File: config.mk
export PLATFORM = sky130hd
export DESIGN_NAME = acs_sequencer
export DESIGN_NICKNAME = d
export VERILOG_FILES = /design/src/include/acs_pkg.sv /design/src/hw/acs_sequencer.sv
export VERILOG_INCLUDE_DIRS = /design/src /design/src/include
export SDC_FILE = /design/constraint.sdc
export NUM_CORES = 1
export LEC_CHECK = 0
export BUFFER_PORTS_ARGS = -buffer_cell sky130_fd_sc_hd__clkbuf_2
export CAP_MARGIN = 15
export CORE_UTILIZATION = 52
export DETAILED_ROUTE_END_ITERATION = 8
export PLACE_DENSITY = 0.83
export SYNTH_ARGS = -nofsm -noshare
export SYNTH_HDL_FRONTEND = slang
export SYNTH_SLANG_ARGS = --single-unit
File: constraint.sdc
create_clock -name clk -period 4 [get_ports clk]
set_clock_uncertainty 0.15 [all_clocks]
set_input_delay 0 -clock clk [delete_from_list [all_inputs] [get_ports clk]]
set_output_delay 0 -clock clk [all_outputs]
set_load 0.02 [all_outputs]
File: src/include/acs_cfg.svh
`ifndef ACS_CFG_SVH
`define ACS_CFG_SVH
// Register byte offsets (printed offsets are not word multiples: index * 4)
`define ACS_IDX_CTRL 12'hf70
`define ACS_IDX_RES_HI 12'hf72
`define ACS_IDX_RES_LO 12'hf73
`define ACS_IDX_DMA 12'hf74
`define ACS_ADDR_CTRL 14'h3dc0
`define ACS_ADDR_RES_HI 14'h3dc8
`define ACS_ADDR_RES_LO 14'h3dcc
`define ACS_ADDR_DMA 14'h3dd0
// Control register fields and reset value
`define ACS_BIT_GO 7
`define ACS_BIT_RSVD 6
`define ACS_BIT_REF 5
`define ACS_BIT_REPEAT 4
`define ACS_CTRL_RESET 8'h20
`define ACS_SEL_RSVD 2'h3
// Timing figures in system clock cycles
`define ACS_IDLE_LIMIT 160
`define ACS_POWERUP 40
`define ACS_SINGLE 5129
`define ACS_REPEAT_INT 256
`endif

File: src/include/acs_pkg.sv
package acs_pkg;
	typedef enum logic [1:0] {
		ACS_OFF = 2'b00,
		ACS_IDLE = 2'b01,
		ACS_WAKE = 2'b10,
		ACS_CONV = 2'b11
	} acs_state_t;
	// Control register image
	typedef struct packed {
		logic go;
		logic rsvd;
		logic ext_ref;
		logic repeat_sel;
		logic [3:0] input_select;
	} acs_ctrl_t;
	// Analog core control bundle
	typedef struct packed {
		logic powered;
		logic converting;
		logic int_ref_en;
		logic [3:0] input_select;
	} acs_analog_t;
endpackage

File: src/hw/acs_sequencer.sv
`include "acs_cfg.svh"

module acs_sequencer #(
	parameter int SINGLE_CYCLES = `ACS_SINGLE
) (
	input wire logic clk,
	input wire logic rst,
	input wire logic wb_cyc_i,
	input wire logic wb_stb_i,
	input wire logic wb_we_i,
	input wire logic [15:0] wb_adr_i,
	input wire logic [3:0] wb_sel_i,
	input wire logic [31:0] wb_dat_i,
	output logic [31:0] wb_dat_o,
	output logic wb_ack_o,
	input wire logic dma_start,
	input wire logic [3:0] dma_input_select,
	input wire logic [9:0] core_sample,
	output acs_pkg::acs_analog_t analog_ctl,
	output logic conv_irq
);
	localparam int IDLE_W = $clog2(`ACS_IDLE_LIMIT + 1);
	localparam int CNT_W = $clog2(SINGLE_CYCLES + `ACS_POWERUP + 1);
	localparam logic [IDLE_W-1:0] IDLE_LAST = IDLE_W'(`ACS_IDLE_LIMIT - 1);
	localparam logic [CNT_W-1:0] WAKE_LAST = CNT_W'(`ACS_POWERUP - 1);
	localparam logic [CNT_W-1:0] SINGLE_LAST = CNT_W'(SINGLE_CYCLES - 1);
	localparam logic [CNT_W-1:0] REPEAT_LAST = CNT_W'(`ACS_REPEAT_INT - 1);
	// Check-side limits: a full run from power-down, and a saturation ceiling
	localparam logic [CNT_W-1:0] FULL_LAST = CNT_W'(SINGLE_CYCLES + `ACS_POWERUP - 1);
	localparam logic [CNT_W-1:0] CNT_MAX = CNT_W'(SINGLE_CYCLES + `ACS_POWERUP);

	acs_pkg::acs_state_t state_q;
	acs_pkg::acs_ctrl_t ctrl_q;
	logic [IDLE_W-1:0] idle_q;
	logic [CNT_W-1:0] cnt_q;
	logic first_done_q;
	logic [7:0] res_hi_q;
	logic [1:0] res_lo_new_q;
	logic [1:0] res_lo_q;
	logic [31:0] rdata_d;
	logic ack_q;
	logic bus_req;
	logic wr_ctrl;
	logic rd_hi;
	logic sw_start;
	logic start;
	logic done;
	logic [CNT_W-1:0] since_start_q;
	logic [CNT_W-1:0] since_done_q;
	logic from_off_q;

	// Requests are taken while ack is low; ack drops the cycle after it is given
	assign bus_req = wb_cyc_i & wb_stb_i & ~ack_q;
	// Writes land at the edge where the master sees ack, while address and data still stand
	assign wr_ctrl = wb_cyc_i & wb_stb_i & ack_q & wb_we_i & wb_sel_i[0] &
		(wb_adr_i[13:0] == `ACS_ADDR_CTRL);
	assign rd_hi = bus_req & ~wb_we_i & (wb_adr_i[13:0] == `ACS_ADDR_RES_HI);
	// Writing go as one starts; a zero written there is simply dropped
	assign sw_start = wr_ctrl & wb_dat_i[`ACS_BIT_GO];
	assign start = sw_start | dma_start;
	// Completion: single count ends, or repeat interval ends after the first
	assign done = (state_q == acs_pkg::ACS_CONV) & ~start &
		(first_done_q ? (cnt_q == REPEAT_LAST) : (cnt_q == SINGLE_LAST));

	// Control register; hardware clear of go yields to a new start
	always_ff @(posedge clk or posedge rst) begin
		if (rst) begin
			ctrl_q <= acs_pkg::acs_ctrl_t'(`ACS_CTRL_RESET);
		end else begin
			if (wr_ctrl) begin
				ctrl_q.ext_ref <= wb_dat_i[`ACS_BIT_REF];
				ctrl_q.repeat_sel <= wb_dat_i[`ACS_BIT_REPEAT];
				ctrl_q.rsvd <= 1'b0;
				if (wb_dat_i[3:2] != `ACS_SEL_RSVD) begin
					ctrl_q.input_select <= wb_dat_i[3:0];
				end
			end
			if (dma_start) begin
				ctrl_q.input_select <= dma_input_select;
			end
			if (start) begin
				ctrl_q.go <= 1'b1;
			end else if (done && !first_done_q) begin
				ctrl_q.go <= 1'b0;
			end
		end
	end

	// Sequencer states: off, idle powered, waking, converting
	always_ff @(posedge clk or posedge rst) begin
		if (rst) begin
			state_q <= acs_pkg::ACS_OFF;
		end else begin
			case (state_q)
				acs_pkg::ACS_OFF: begin
					if (start) begin
						state_q <= acs_pkg::ACS_WAKE;
					end
				end
				acs_pkg::ACS_IDLE: begin
					if (start) begin
						state_q <= acs_pkg::ACS_CONV;
					end else if (idle_q == IDLE_LAST) begin
						state_q <= acs_pkg::ACS_OFF;
					end
				end
				acs_pkg::ACS_WAKE: begin
					if (!start && cnt_q == WAKE_LAST) begin
						state_q <= acs_pkg::ACS_CONV;
					end
				end
				acs_pkg::ACS_CONV: begin
					// Repeat select is sampled at each completion
					if (done && !ctrl_q.repeat_sel) begin
						state_q <= acs_pkg::ACS_IDLE;
					end
				end
				default: begin
					state_q <= acs_pkg::ACS_OFF;
				end
			endcase
		end
	end

	// Phase counter: restarts on start, phase change and each completion
	always_ff @(posedge clk or posedge rst) begin
		if (rst) begin
			cnt_q <= '0;
		end else if (start || done) begin
			cnt_q <= '0;
		end else if (state_q == acs_pkg::ACS_WAKE && cnt_q == WAKE_LAST) begin
			cnt_q <= '0;
		end else if (state_q == acs_pkg::ACS_WAKE || state_q == acs_pkg::ACS_CONV) begin
			cnt_q <= cnt_q + 1'b1;
		end else begin
			cnt_q <= '0;
		end
	end

	// First-result marker switches repeat mode to the short interval
	always_ff @(posedge clk or posedge rst) begin
		if (rst) begin
			first_done_q <= 1'b0;
		end else if (start || state_q != acs_pkg::ACS_CONV) begin
			first_done_q <= 1'b0;
		end else if (done) begin
			first_done_q <= ctrl_q.repeat_sel;
		end
	end

	// Idle counter only runs while powered with nothing to do
	always_ff @(posedge clk or posedge rst) begin
		if (rst) begin
			idle_q <= '0;
		end else if (start || state_q != acs_pkg::ACS_IDLE) begin
			idle_q <= '0;
		end else begin
			idle_q <= idle_q + 1'b1;
		end
	end

	// Result capture; the low pair is staged until the high byte is read
	always_ff @(posedge clk or posedge rst) begin
		if (rst) begin
			res_hi_q <= 8'h00;
			res_lo_new_q <= 2'h0;
			res_lo_q <= 2'h0;
		end else begin
			if (done) begin
				res_hi_q <= core_sample[9:2];
				res_lo_new_q <= core_sample[1:0];
			end
			if (rd_hi) begin
				res_lo_q <= res_lo_new_q;
			end
		end
	end

	// Completion interrupt pulse, registered so it lines up after the result
	always_ff @(posedge clk or posedge rst) begin
		if (rst) begin
			conv_irq <= 1'b0;
		end else begin
			conv_irq <= done;
		end
	end

	// Read mux; unmapped addresses read zero and still acknowledge
	always_comb begin
		rdata_d = 32'h0000_0000;
		if (wb_adr_i[13:0] == `ACS_ADDR_CTRL) begin
			rdata_d[7:0] = ctrl_q;
		end else if (wb_adr_i[13:0] == `ACS_ADDR_RES_HI) begin
			rdata_d[7:0] = res_hi_q;
		end else if (wb_adr_i[13:0] == `ACS_ADDR_RES_LO) begin
			rdata_d[7:6] = res_lo_q;
		end else if (wb_adr_i[13:0] == `ACS_ADDR_DMA) begin
			rdata_d[1:0] = state_q;
		end
	end

	// Bus answer one cycle after the request
	always_ff @(posedge clk or posedge rst) begin
		if (rst) begin
			ack_q <= 1'b0;
			wb_dat_o <= 32'h0000_0000;
		end else begin
			ack_q <= bus_req;
			wb_dat_o <= bus_req ? rdata_d : 32'h0000_0000;
		end
	end
	assign wb_ack_o = ack_q;

	// Analog side controls
	always_comb begin
		analog_ctl.powered = (state_q != acs_pkg::ACS_OFF);
		analog_ctl.converting = (state_q == acs_pkg::ACS_CONV);
		analog_ctl.int_ref_en = ~ctrl_q.ext_ref;
		analog_ctl.input_select = ctrl_q.input_select;
	end

	// Independent cycle count since the last start, kept apart from the phase counter
	always_ff @(posedge clk or posedge rst) begin
		if (rst) begin
			since_start_q <= '0;
			from_off_q <= 1'b0;
		end else if (start) begin
			since_start_q <= '0;
			from_off_q <= (state_q == acs_pkg::ACS_OFF) || (state_q == acs_pkg::ACS_WAKE);
		end else if (since_start_q != CNT_MAX) begin
			since_start_q <= since_start_q + 1'b1;
		end
	end

	// Cycles since the last completion, so the repeat interval is measured on its own
	always_ff @(posedge clk or posedge rst) begin
		if (rst) begin
			since_done_q <= '0;
		end else if (start || done) begin
			since_done_q <= '0;
		end else if (since_done_q != CNT_MAX) begin
			since_done_q <= since_done_q + 1'b1;
		end
	end
endmodule

==> results of run 1 <==
[power groups by stage]
stage | clock [mW] | sequential, mW | combinational, mW
finish | 0.356 | 0.549 | 0.121
global route | 0.385 | 0.550 | 0.133
CTS | 0.360 | 0.548 | 0.115
detailed placement | 0 | 0.559 | 0.0884
global placement | 0 | 0.558 | 0.0865
floorplan | 0 | 0.558 | 0.0815
[stage by stage]
step | util | power (mW)
global placement | 0.581 | 0.645
global route | 0.672 | 1.07
detailed placement | 0.581 | 0.647
CTS | 0.668 | 1.02
finish | 0.672 | 1.03
floorplan | - | 0.639
[routing by layer]
layer	up-vias	routed length (microns)	share of wire	GRT usage
met3	23	274	0.046	0.0535
met4	0	241	0.040	0.134
met1	1096	2430	0.40	0.264
li1	1037	-	-	-
met2	77	3070	0.51	0.428
met5	-	0	0	0
[cell type report]
type / instances / share of cell area
flip-flops and latches: 53 / 0.384
multi-input cells: 188 / 0.360
repair buffers: 93 / 0.188
well taps: 70 / 0.0254
clock buffers: 6 / 0.0210
inverters: 10 / 0.0109
clock inverters: 2 / 0.0101
[flip-flops by register name, indices dropped and copies added, names as in the netlist]
signal,cells
res_lo_q,2
wb_ack_o,1
res_lo_new_q,2
state_q,2
res_hi_q,8
ctrl_q,3
analog_ctl,4
conv_irq,1
idle_q,8
cnt_q,13
first_done_q,1
wb_dat_o,8
[kinds of logic after synthesis]
logic type	share of synthesized area
other	0.00135
buffers and inverters	0.105
AOI/OAI and AO/OA	0.0883
muxes	0.0563
and+or+nand+nor	0.208
DFF	0.478
adders and majority gates	0.00901
xor gates and xnor gates	0.0536
[cells in the final DEF (no fill, tap or decap), types with 5 or more instances in the layout]
| master | netlist | final |
|---|---|---|
| nand4_1 | 6 | 6 |
| nand2_1 | 17 | 17 |
| clkbuf_8 | 0 | 5 |
| dlygate4sd3_1 | 0 | 34 |
| conb_1 | 1 | 24 |
| xnor2_1 | 9 | 9 |
| a22o_1 | 6 | 6 |
| clkbuf_2 | 0 | 58 |
| mux2_2 | 11 | 11 |
| dfrtp_1 | 52 | 52 |
| nor2_2 | 10 | 10 |
| nor3_1 | 6 | 6 |
| nor2_1 | 21 | 21 |
| and3_1 | 7 | 7 |
| nand3_1 | 9 | 9 |
| xor2_1 | 8 | 8 |
| a21oi_1 | 6 | 6 |
| inv_1 | 10 | 9 |
[worst max-delay path, stage by stage, from the launching register on]
cell and delay, ns:
dfrtp_1 0.40, nand3b_1 0.18, nor4_1 0.39, nand3b_1 0.24, dlygate4sd3_1 0.65, nor2_1 0.11
dlygate4sd3_1 0.55
[repair_timing]
item,4_1_cts,5_1_grt
setup endpoints to repair,0,0
endpoints found under the hold margin,76,0
hold buffers,34,0
[worst paths after layout]
| kind | slack [ns] | endpoint | cells after the start |
|---|---|---|---|
| setup / recovery | 1.26 | wb_dat_o[6]$_DFF_PP0_ | 6 |
| hold / removal | -0.007 | conv_irq$_DFF_PP0_ | 3 |
| setup reg to reg | 1.26 | wb_dat_o[6]$_DFF_PP0_ | 6 |
| hold reg to reg | 0.34 | idle_q[0]$_DFF_PP0_ | 1 |
| max in group asynchronous | 3.20 | wb_dat_o[6]$_DFF_PP0_ | 4 |
| min in group clk | 0.04 | state_q[0]$_DFFE_PP0P_ | 4 |
==> impl_results.md, run 1 <==
- Critical Path Sink Type: flip-flop
- DR WL/cell: 14.3 microns
- Final period util: 0.684
- Async SR Flop Fraction: 1.00
- Num ports: 113
- First-pass GRT wire length: 9.85 mm
- Placed insts: 379
- CTS tree: yes
- Via count: 2,233
- Final-report setup violation count: 0
- Input/output buffers: 58
- HP Class: input pin to asynchronous set/reset pin
- Int Pwr: 779 uW
- Postcts setup bufs: 0
- Fin crit period: 2.74 ns
- Fin cells: 422
- Number of synthesized register bits: 53
- Die W: 75.1 microns
- Die Ht: 75.1 microns
- # fillers: 384
- CTS HTree Levels: 2
- Synth unique cells: 52
- Gate power share: 0.118
- Register area: 1330 sq um
- Remaining global-route overflow: 0
- Clock Power Share: 0.347
- DR iter-0 viols: 126
- Yosys warns: 0
- Failing checks: negative hold slack
- Sw power: 247 uW
- Antenna-violating nets left: 0
- Share of the synthesized area in the top cell type: 0.468
- CP Class: flip-flop to flip-flop
- WP data arrival: 2.82 ns
- Req. time, crit path: 4.08 ns
- Startpoint Class: flip-flop
- Setup TNS Final: 0 ns
- Power Density: 297 nW/um^2
- GPL Wtd Cong: 0.843
- Area Growth Syn to Fin: 24.4%
- Final Hold Viols: 8
- Mapped cell area: 2780 sq um
- CTS Buf Count: 5
- Root Buffer: clkbuf_8
- Worst skew pair latency: 0.31 ns
- Cts repair resizes: 0
- Die ar.: 5640 sq um
- Lkg Pwr: 1.71 nW
- Seq/Total Area, Yosys: 0.478
- Slack of the critical path: 1.26 ns
- Clock transition time at the flip-flop clock pins of the worst setup and hold paths: 0.10 ns
- Clock Sink Count: 53
- Pin count of the biggest net entering global routing: 54
- DRT Pass-1 Iters: 4
- Fmax: 0.366 GHz
- CP max FO: 3
- Sequential share of power: 0.535
- Net Sw Frac: 0.241
- Top-count cell post-synth: dfrtp_1
- Placement Cell Area: 2990 sq um
- DR DRC count: 0
- RSZ-0062 raised after global routing: false
- GRT Overall Usage: 0.240
- Max-Cap Viols: 0
- Core footprint: 5140 sq um
- Ys flop type: dfrtp_1
- Gate count of the mapped netlist: 262
- Footprint of the multi-input gates: 1240 sq um
- Avg Cell Area, Syn: 10.6 sq um
- Max rail drop VDD: 0.000259 V
- Via/cell ratio: 5.29
- Clock tree buffer depth: 2
- Final nets: 425
- Antenna violations before repair: 0
- Vias in the first global route: 2,205
- Status: finished, violations left
- List of most frequent post-synthesis cells: dfrtp_1, buf_4, nor2_1
- Number of synthesized flops with an enable pin: 0
- Post-route cell area: 3450 sq um
- Area leader, netlist: dfrtp_1
- Synth area leaders: dfrtp_1, buf_4, mux2_2
- Worst Max-Slew Pin Slew: 0.850 ns
- Relative slew margins: 0.433
- Cell Rows: 26
- Hold slack: -0.00665 ns
- CP startpoint: wb_ack_o$_DFF_PP0_
- # diodes: 0
- Share of post-route cells with drive strength above 1: 0.278
- Hpwl dp: 3.75 mm
- Pins over their slew limit: 0
- Setup WS pre-CTS: 1.58 ns
- Starting Density: 0.540
- Routed WL: 6.02 mm
- RR Startpoint: wb_ack_o$_DFF_PP0_
Power figures use the tool's default switching activity.
==> run 2, diff against run 1 <==
--- a/config.mk
+++ b/config.mk
@@ -8,9 +8,9 @@
 export LEC_CHECK = 0
 export BUFFER_PORTS_ARGS = -buffer_cell sky130_fd_sc_hd__clkbuf_2
 export CAP_MARGIN = 15
-export CORE_UTILIZATION = 52
+export CORE_UTILIZATION = 44
 export DETAILED_ROUTE_END_ITERATION = 8
-export PLACE_DENSITY = 0.83
+export PLACE_DENSITY = 0.75
 export SYNTH_ARGS = -nofsm -noshare
 export SYNTH_HDL_FRONTEND = slang
 export SYNTH_SLANG_ARGS = --single-unit
==> constraint.sdc (replaced) <==
create_clock -name clk -period 2.4 [get_ports clk]
set_clock_uncertainty 0.15 [all_clocks]
set_input_delay 0 -clock clk [delete_from_list [all_inputs] [get_ports clk]]
set_output_delay 0 -clock clk [all_outputs]
set_load 0.02 [all_outputs]
==> run 2 against run 1 <==
  * The flow now finishes without violations
  * Fmax up 19%
  * Sequential cell count unchanged
  * Cell count up 2.4%
  * Routed wire length decreased by 1.3%
  * Sequential power rose by 67%
  * Via count rose by 0.22%
  * Non-clock buffer count rose by 5
  * Setup slack worse by 1.2 ns
  * First-iteration DRC count up 14%
  * Total power up 66%
==> impl_results.md, run 2 (synthesized netlist as in run 1, its figures left out) <==
- Status: complete, no violations (was finished, violations left)
- Relative slew margins: 0.578 (was 0.433)
- Die W: 81.5 microns (was 75.1 microns)
- Share of post-route cells with drive strength above 1: 0.286 (was 0.278)
- Cell Rows: 28 (was 26)
- Power Density: 488 nW/um^2 (was 297 nW/um^2)
- CTS HTree Levels: 2 (unchanged)
- CTS tree: yes (unchanged)
- Pins over their slew limit: 0 (unchanged)
- Core footprint: 5990 sq um (was 5140 sq um)
- Fin crit period: 2.29 ns (was 2.74 ns)
- Final Hold Viols: 0 (was 8)
- GRT Overall Usage: 0.199 (was 0.240)
- CP max FO: 7 (was 3)
- CP max stage delay: 0.59 ns (was 0.65 ns)
- Antenna-violating nets left: 0 (unchanged)
- Buf/Inv on CP: 1 (was 2)
- Via/cell ratio: 5.18 (was 5.29)
- Num ports: 113 (unchanged)
- Final period util: 0.956 (was 0.684)
- Clock Sink Count: 53 (unchanged)
- DR iter-0 viols: 144 (was 126)
- HP Class: input pin to flip-flop (was input pin to asynchronous set/reset pin)
- GPL Wtd Cong: 0.844 (was 0.843)
- Sequential share of power: 0.536 (was 0.535)
- Max rail drop VDD: 0.000297 V (was 0.000259 V)
- # fillers: 496 (was 384)
- Gate power share: 0.118 (about the same)
- DRT Pass-1 Iters: 4 (unchanged)
- Lkg Pwr: 1.72 nW (was 1.71 nW)
- Postcts setup bufs: 0 (unchanged)
- Root Buffer: clkbuf_8 (unchanged)
- Final nets: 430 (was 425)
- DR DRC count: 0 (unchanged)
- Vias in the first global route: 2,222 (was 2,205)
- Worst skew pair latency: 0.31 ns (about the same)
- Setup TNS Final: 0 ns (unchanged)
- Die Ht: 81.5 microns (was 75.1 microns)
- Worst path slowest cell: dlygate4sd3_1 (unchanged)
- Sw power: 408 uW (was 247 uW)
- First-pass GRT wire length: 9.92 mm (was 9.85 mm)
- CTS Buf Count: 5 (unchanged)
- Largest reg by FF count: cnt_q (unchanged)
- CP top delay family: simple AND/OR/NAND/NOR gates (was buffers and inverters)
- Startpoint Class: flip-flop (unchanged)
- Max-Cap Viols: 0 (unchanged)
- R2R setup slack: 0.11 ns (was 1.26 ns)
- Area Growth Syn to Fin: 26.0% (was 24.4%)
- Remaining global-route overflow: 0 (unchanged)
- Int Pwr: 1.30 mW (was 779 uW)
- Most frequent cells in the layout: clkbuf_2, dfrtp_1, dlygate4sd3_1 (unchanged)
- Via count: 2,238 (was 2,233)
- Critical Path Sink Type: flip-flop (unchanged)
- Starting Density: 0.464 (was 0.540)
- Clock tree buffer depth: 2 (unchanged)
- Pin count of the biggest net entering global routing: 54 (unchanged)
- Worst Max-Slew Pin Slew: 0.633 ns (was 0.850 ns)
- RSZ-0062 raised after global routing: false (unchanged)
- Req. time, crit path: 2.50 ns (was 4.08 ns)
- Hpwl dp: 3.78 mm (was 3.75 mm)
- # diodes: 0 (unchanged)
- DR WL/cell: 13.8 microns (was 14.3 microns)
- Critical path, cell by cell: nand3_1, nor2_1, and2_1, a21oi_1, o31ai_1, dlygate4sd3_1 (was nand3b_1, nor4_1, nand3b_1, dlygate4sd3_1, nor2_1, dlygate4sd3_1)
- WP data arrival: 2.40 ns (was 2.82 ns)
- Antenna violations before repair: 0 (unchanged)
- Max FFs per register: 13 (unchanged)
- Final-report setup violation count: 0 (unchanged)
- Die ar.: 6630 sq um (was 5640 sq um)
- Slack of the critical path: 0.106 ns (was 1.26 ns)
- Most common cell after layout, fill and taps aside: clkbuf_2 (unchanged)
- Fmax: 0.436 GHz (was 0.366 GHz)
- Input/output buffers: 58 (unchanged)
- CP Class: flip-flop to flip-flop (unchanged)
- Routed WL: 5.94 mm (was 6.02 mm)
- Clock transition time at the flip-flop clock pins of the worst setup and hold paths: 0.10 ns (about the same)
- Clock Power Share: 0.346 (was 0.347)
- Setup WS pre-CTS: 0.00520 ns (was 1.58 ns)
- Net Sw Frac: 0.239 (was 0.241)
## run 2: layout make-up
class	count	area (sq um)	share of cell area
Tap cell	75	93.8	0.0268
Clock buffer	6	72.6	0.0207
Timing Repair Buffer	98	678	0.194
Multi-Input combinational cell	188	1250	0.359
Inverter	10	37.5	0.0107
Sequential cell	53	1330	0.379
Clock inverter	2	35.0	0.0100
## run 2: power groups by stage
| stage | Clock (mW) | Combinational, mW | Sequential (mW) |
|---|---|---|---|
| after floorplan | 0 | 0.136 | 0.930 |
| after global placement | 0 | 0.146 | 0.931 |
| after detailed placement | 0 | 0.148 | 0.931 |
| after CTS | 0.610 | 0.196 | 0.914 |
| after global routing | 0.644 | 0.222 | 0.917 |
| final | 0.591 | 0.201 | 0.915 |
## run 2: path summary, 6_finish.rpt
path | from | endpoint | cells after the start
min in group asynchronous | rst | wb_dat_o[1]$_DFF_PP0_ | 4
setup / recovery | wb_ack_o$_DFF_PP0_ | analog_ctl[3]$_DFFE_PP0P_ | 6
hold reg to reg | res_hi_q[1]$_DFFE_PP0P_ | wb_dat_o[1]$_DFF_PP0_ | 1
max in group asynchronous | rst | idle_q[0]$_DFF_PP0_ | 4
setup reg to reg | wb_ack_o$_DFF_PP0_ | analog_ctl[3]$_DFFE_PP0P_ | 6
hold / removal | dma_start | conv_irq$_DFF_PP0_ | 3
## run 2: worst reg2reg max path, delay by kind of cell (launching register included)
| family | cells | cell delay [ns] |
|---|---|---|
| AO/OA/AOI/OAI | 2 | 0.39 |
| AND/OR/NAND/NOR | 3 | 0.72 |
| buffers and inverters | 1 | 0.59 |
| flip-flops | 1 | 0.40 |
## run 2: routing by layer
metal	track usage	vias up	wire (microns)
met1	0.230	1096	2460
met3	0.0344	23	282
met4	0.118	0	199
li1	-	1042	-
met2	0.343	77	3000
met5	0	-	0
## run 2: what timing repair did
item | CTS | global route
endpoints found under the setup margin | 2 | 0
gates resized for setup | 1 | 0
endpoints found under the hold margin | 76 | 0
hold buffers | 35 | 0
## run 2: stage by stage
stage	total power [mW]	hold slack (ns)	utilization	instance area [sq um]	cells
final	1.71	0.0761	0.584	3500	432
after global routing	1.78	0.0981	0.584	3500	432
after CTS	1.72	0.0363	0.584	3500	432
after detailed placement	1.08	0.0495	0.506	3030	389
after global placement	1.08	0.0451	0.506	3030	389
after floorplan	1.07	-0.0442	-	2860	285
==> run 3, diff against run 2 <==
==> constraint.sdc (replaced) <==
create_clock -name clk -period 2.4 [get_ports clk]
set_clock_uncertainty 0.15 [all_clocks]
set_input_delay 0.48 -clock clk [delete_from_list [all_inputs] [get_ports clk]]
set_output_delay 0.48 -clock clk [all_outputs]
set_load 0.02 [all_outputs]
==> run 3 against run 2 <==
  * Sequential power about the same
  * Sequential share of layout area is 3.4 points higher
  * Combinational power shrank 23%
  * Critical path depth shrank 1
  * Largest cell class unchanged
  * Largest power group unchanged
==> impl_results.md, run 3 (synthesized netlist as in run 1, its figures left out) <==
- Status: complete, no violations (unchanged)
- Hpwl dp: 3.90 mm (was 3.78 mm)
- Cts hold-fix bufs: 0 (was 35)
- HP Class: input pin to asynchronous set/reset pin (was input pin to flip-flop)
- DR DRC count: 0 (unchanged)
- Worst skew pair latency: 0.30 ns (was 0.31 ns)
- CTS tree: yes (unchanged)
- Num ports: 113 (unchanged)
- Share of post-route cells with drive strength above 1: 0.334 (was 0.286)
- # diodes: 0 (unchanged)
- GRT Overall Usage: 0.172 (was 0.199)
- Clock transition time at the flip-flop clock pins of the worst setup and hold paths: 0.09 ns (was 0.10 ns)
- Fmax: 0.463 GHz (was 0.436 GHz)
- Max rail drop VDD: 0.000407 V (was 0.000297 V)
- CTS Buf Count: 5 (unchanged)
- Final period util: 0.901 (was 0.956)
- Root Buffer: clkbuf_8 (unchanged)
- Clock tree buffer depth: 2 (unchanged)
- Power Density: 525 nW/um^2 (was 488 nW/um^2)
- CP top delay family: simple AND/OR/NAND/NOR gates (unchanged)
- Largest reg by FF count: cnt_q (unchanged)
- CP max stage delay: 0.50 ns (was 0.59 ns)
- Antenna violations before repair: 0 (unchanged)
- Cts repair resizes: 0 (was 1)
- Worst Max-Slew Pin Slew: 0.531 ns (was 0.633 ns)
- First-pass GRT wire length: 8.65 mm (was 9.92 mm)
- Max-Cap Viols: 0 (unchanged)
- Via/cell ratio: 4.92 (was 5.18)
- Final Hold Viols: 0 (unchanged)
- Cell Rows: 28 (unchanged)
- Pins over their slew limit: 0 (unchanged)
- Fin crit period: 2.16 ns (was 2.29 ns)
- Buf/Inv on CP: 0 (was 1)
- Hold slack: 0.0369 ns (was 0.0761 ns)
- Fin util: 0.537 (was 0.584)
- CP max FO: 10 (was 7)
- Pin count of the biggest net entering global routing: 26 (was 54)
- Die ar.: 6630 sq um (unchanged)
- Final nets: 402 (was 430)
- Startpoint Class: flip-flop (unchanged)
- Vias in the first global route: 1,982 (was 2,222)
- Setup WS pre-CTS: 0.0438 ns (was 0.00520 ns)
- Remaining global-route overflow: 0 (unchanged)
- GPL Wtd Cong: 0.872 (was 0.844)
- Max FFs per register: 13 (unchanged)
- DR WL/cell: 12.3 microns (was 13.8 microns)
- Slack of the critical path: 0.238 ns (was 0.106 ns)
- Via count: 1,988 (was 2,238)
- Postcts setup bufs: 0 (unchanged)
- Critical Path Sink Type: flip-flop (unchanged)
- Critical path, cell by cell: nor4b_1, nand4_1, o41ai_4, nand3_4, mux2_1 (was nand3_1, nor2_1, and2_1, a21oi_1, o31ai_1, dlygate4sd3_1)
- Most frequent cells in the layout: clkbuf_2, dfrtp_1, conb_1 (was clkbuf_2, dfrtp_1, dlygate4sd3_1)
- Lkg Pwr: 1.62 nW (was 1.72 nW)
- Input/output buffers: 58 (unchanged)
- Routed WL: 4.95 mm (was 5.94 mm)
- Clock Sink Count: 53 (unchanged)
- CTS HTree Levels: 2 (unchanged)
- DRT Pass-1 Iters: 4 (unchanged)
- Most common cell after layout, fill and taps aside: clkbuf_2 (unchanged)
- CP Class: flip-flop to flip-flop (unchanged)
- Die Ht: 81.5 microns (unchanged)
- Req. time, crit path: 2.45 ns (was 2.50 ns)
- Area Growth Syn to Fin: 15.8% (was 26.0%)
- Starting Density: 0.464 (unchanged)
- Setup TNS Final: 0 ns (unchanged)
- Antenna-violating nets left: 0 (unchanged)
- Die W: 81.5 microns (unchanged)
- WP data arrival: 2.21 ns (was 2.40 ns)
- DR iter-0 viols: 92 (was 144)
- Relative slew margins: 0.646 (was 0.578)
- Worst path slowest cell: nor4b_1 (was dlygate4sd3_1)
- RSZ-0062 raised after global routing: false (unchanged)
- Core footprint: 5990 sq um (unchanged)
- Final-report setup violation count: 0 (unchanged)
-- run 3: cell types whose count changed in the layout (fill, tap and decap cells not counted) --
cell,change
o2111ai_4,-1
clkinv_2,-1
buf_4,+6
buf_12,+1
clkinvlp_4,+1
clkbuf_1,-1
o2111ai_2,+1
dlygate4sd3_1,-35
clkbuf_8,+1
-- run 3: worst paths after layout --
check                           cells after the start                     from  slack, ns                       to
worst max-delay path                                5       cnt_q[8]$_DFF_PP0_       0.24  res_hi_q[5]$_DFFE_PP0P_
worst min-delay path                                2                      rst       0.04   state_q[0]$_DFFE_PP0P_
worst max register to register                      5       cnt_q[8]$_DFF_PP0_       0.24  res_hi_q[5]$_DFFE_PP0P_
worst min register to register                      1  res_hi_q[0]$_DFFE_PP0P_       0.33    wb_dat_o[0]$_DFF_PP0_
max in group asynchronous                           3                      rst       1.40    ctrl_q[5]$_DFFE_PP1P_
min in group clk                                    3              wb_dat_i[5]       0.22    ctrl_q[5]$_DFFE_PP1P_
-- run 3: power by group --
group	internal [mW]	switching (mW)
Sequential	0.903	0.00994
Clock	0.339	0.279
Combinational	0.0537	0.102
-- run 3: layout make-up --
| class | count | area, sq um |
|---|---|---|
| inverter | 10 | 37.5 |
| clock buffer | 6 | 82.6 |
| timing repair buffer | 70 | 393 |
| tap | 75 | 93.8 |
| fill | 517 | 2780 |
| sequential | 53 | 1330 |
| multi-input combinational | 188 | 1240 |
| clock inverter | 2 | 37.5 |
-- run 3: metal layers --
metal / vias to the layer above / part of all wire / global-route usage
li1: 982 / - / -
met1: 948 / 0.46 / 0.216
met2: 47 / 0.49 / 0.289
met3: 11 / 0.039 / 0.0322
met4: 0 / 0.018 / 0.0732
met5: - / 0 / 0
-- run 3: through the flow --
step                power (mW)  cells  instance area [sq um]
CTS                       1.71    404                   3220
global placement          1.09    396                   3100
finish                    1.69    404                   3220
detailed placement        1.09    396                   3100
global route              1.76    404                   3220
floorplan                 1.07    285                   2860
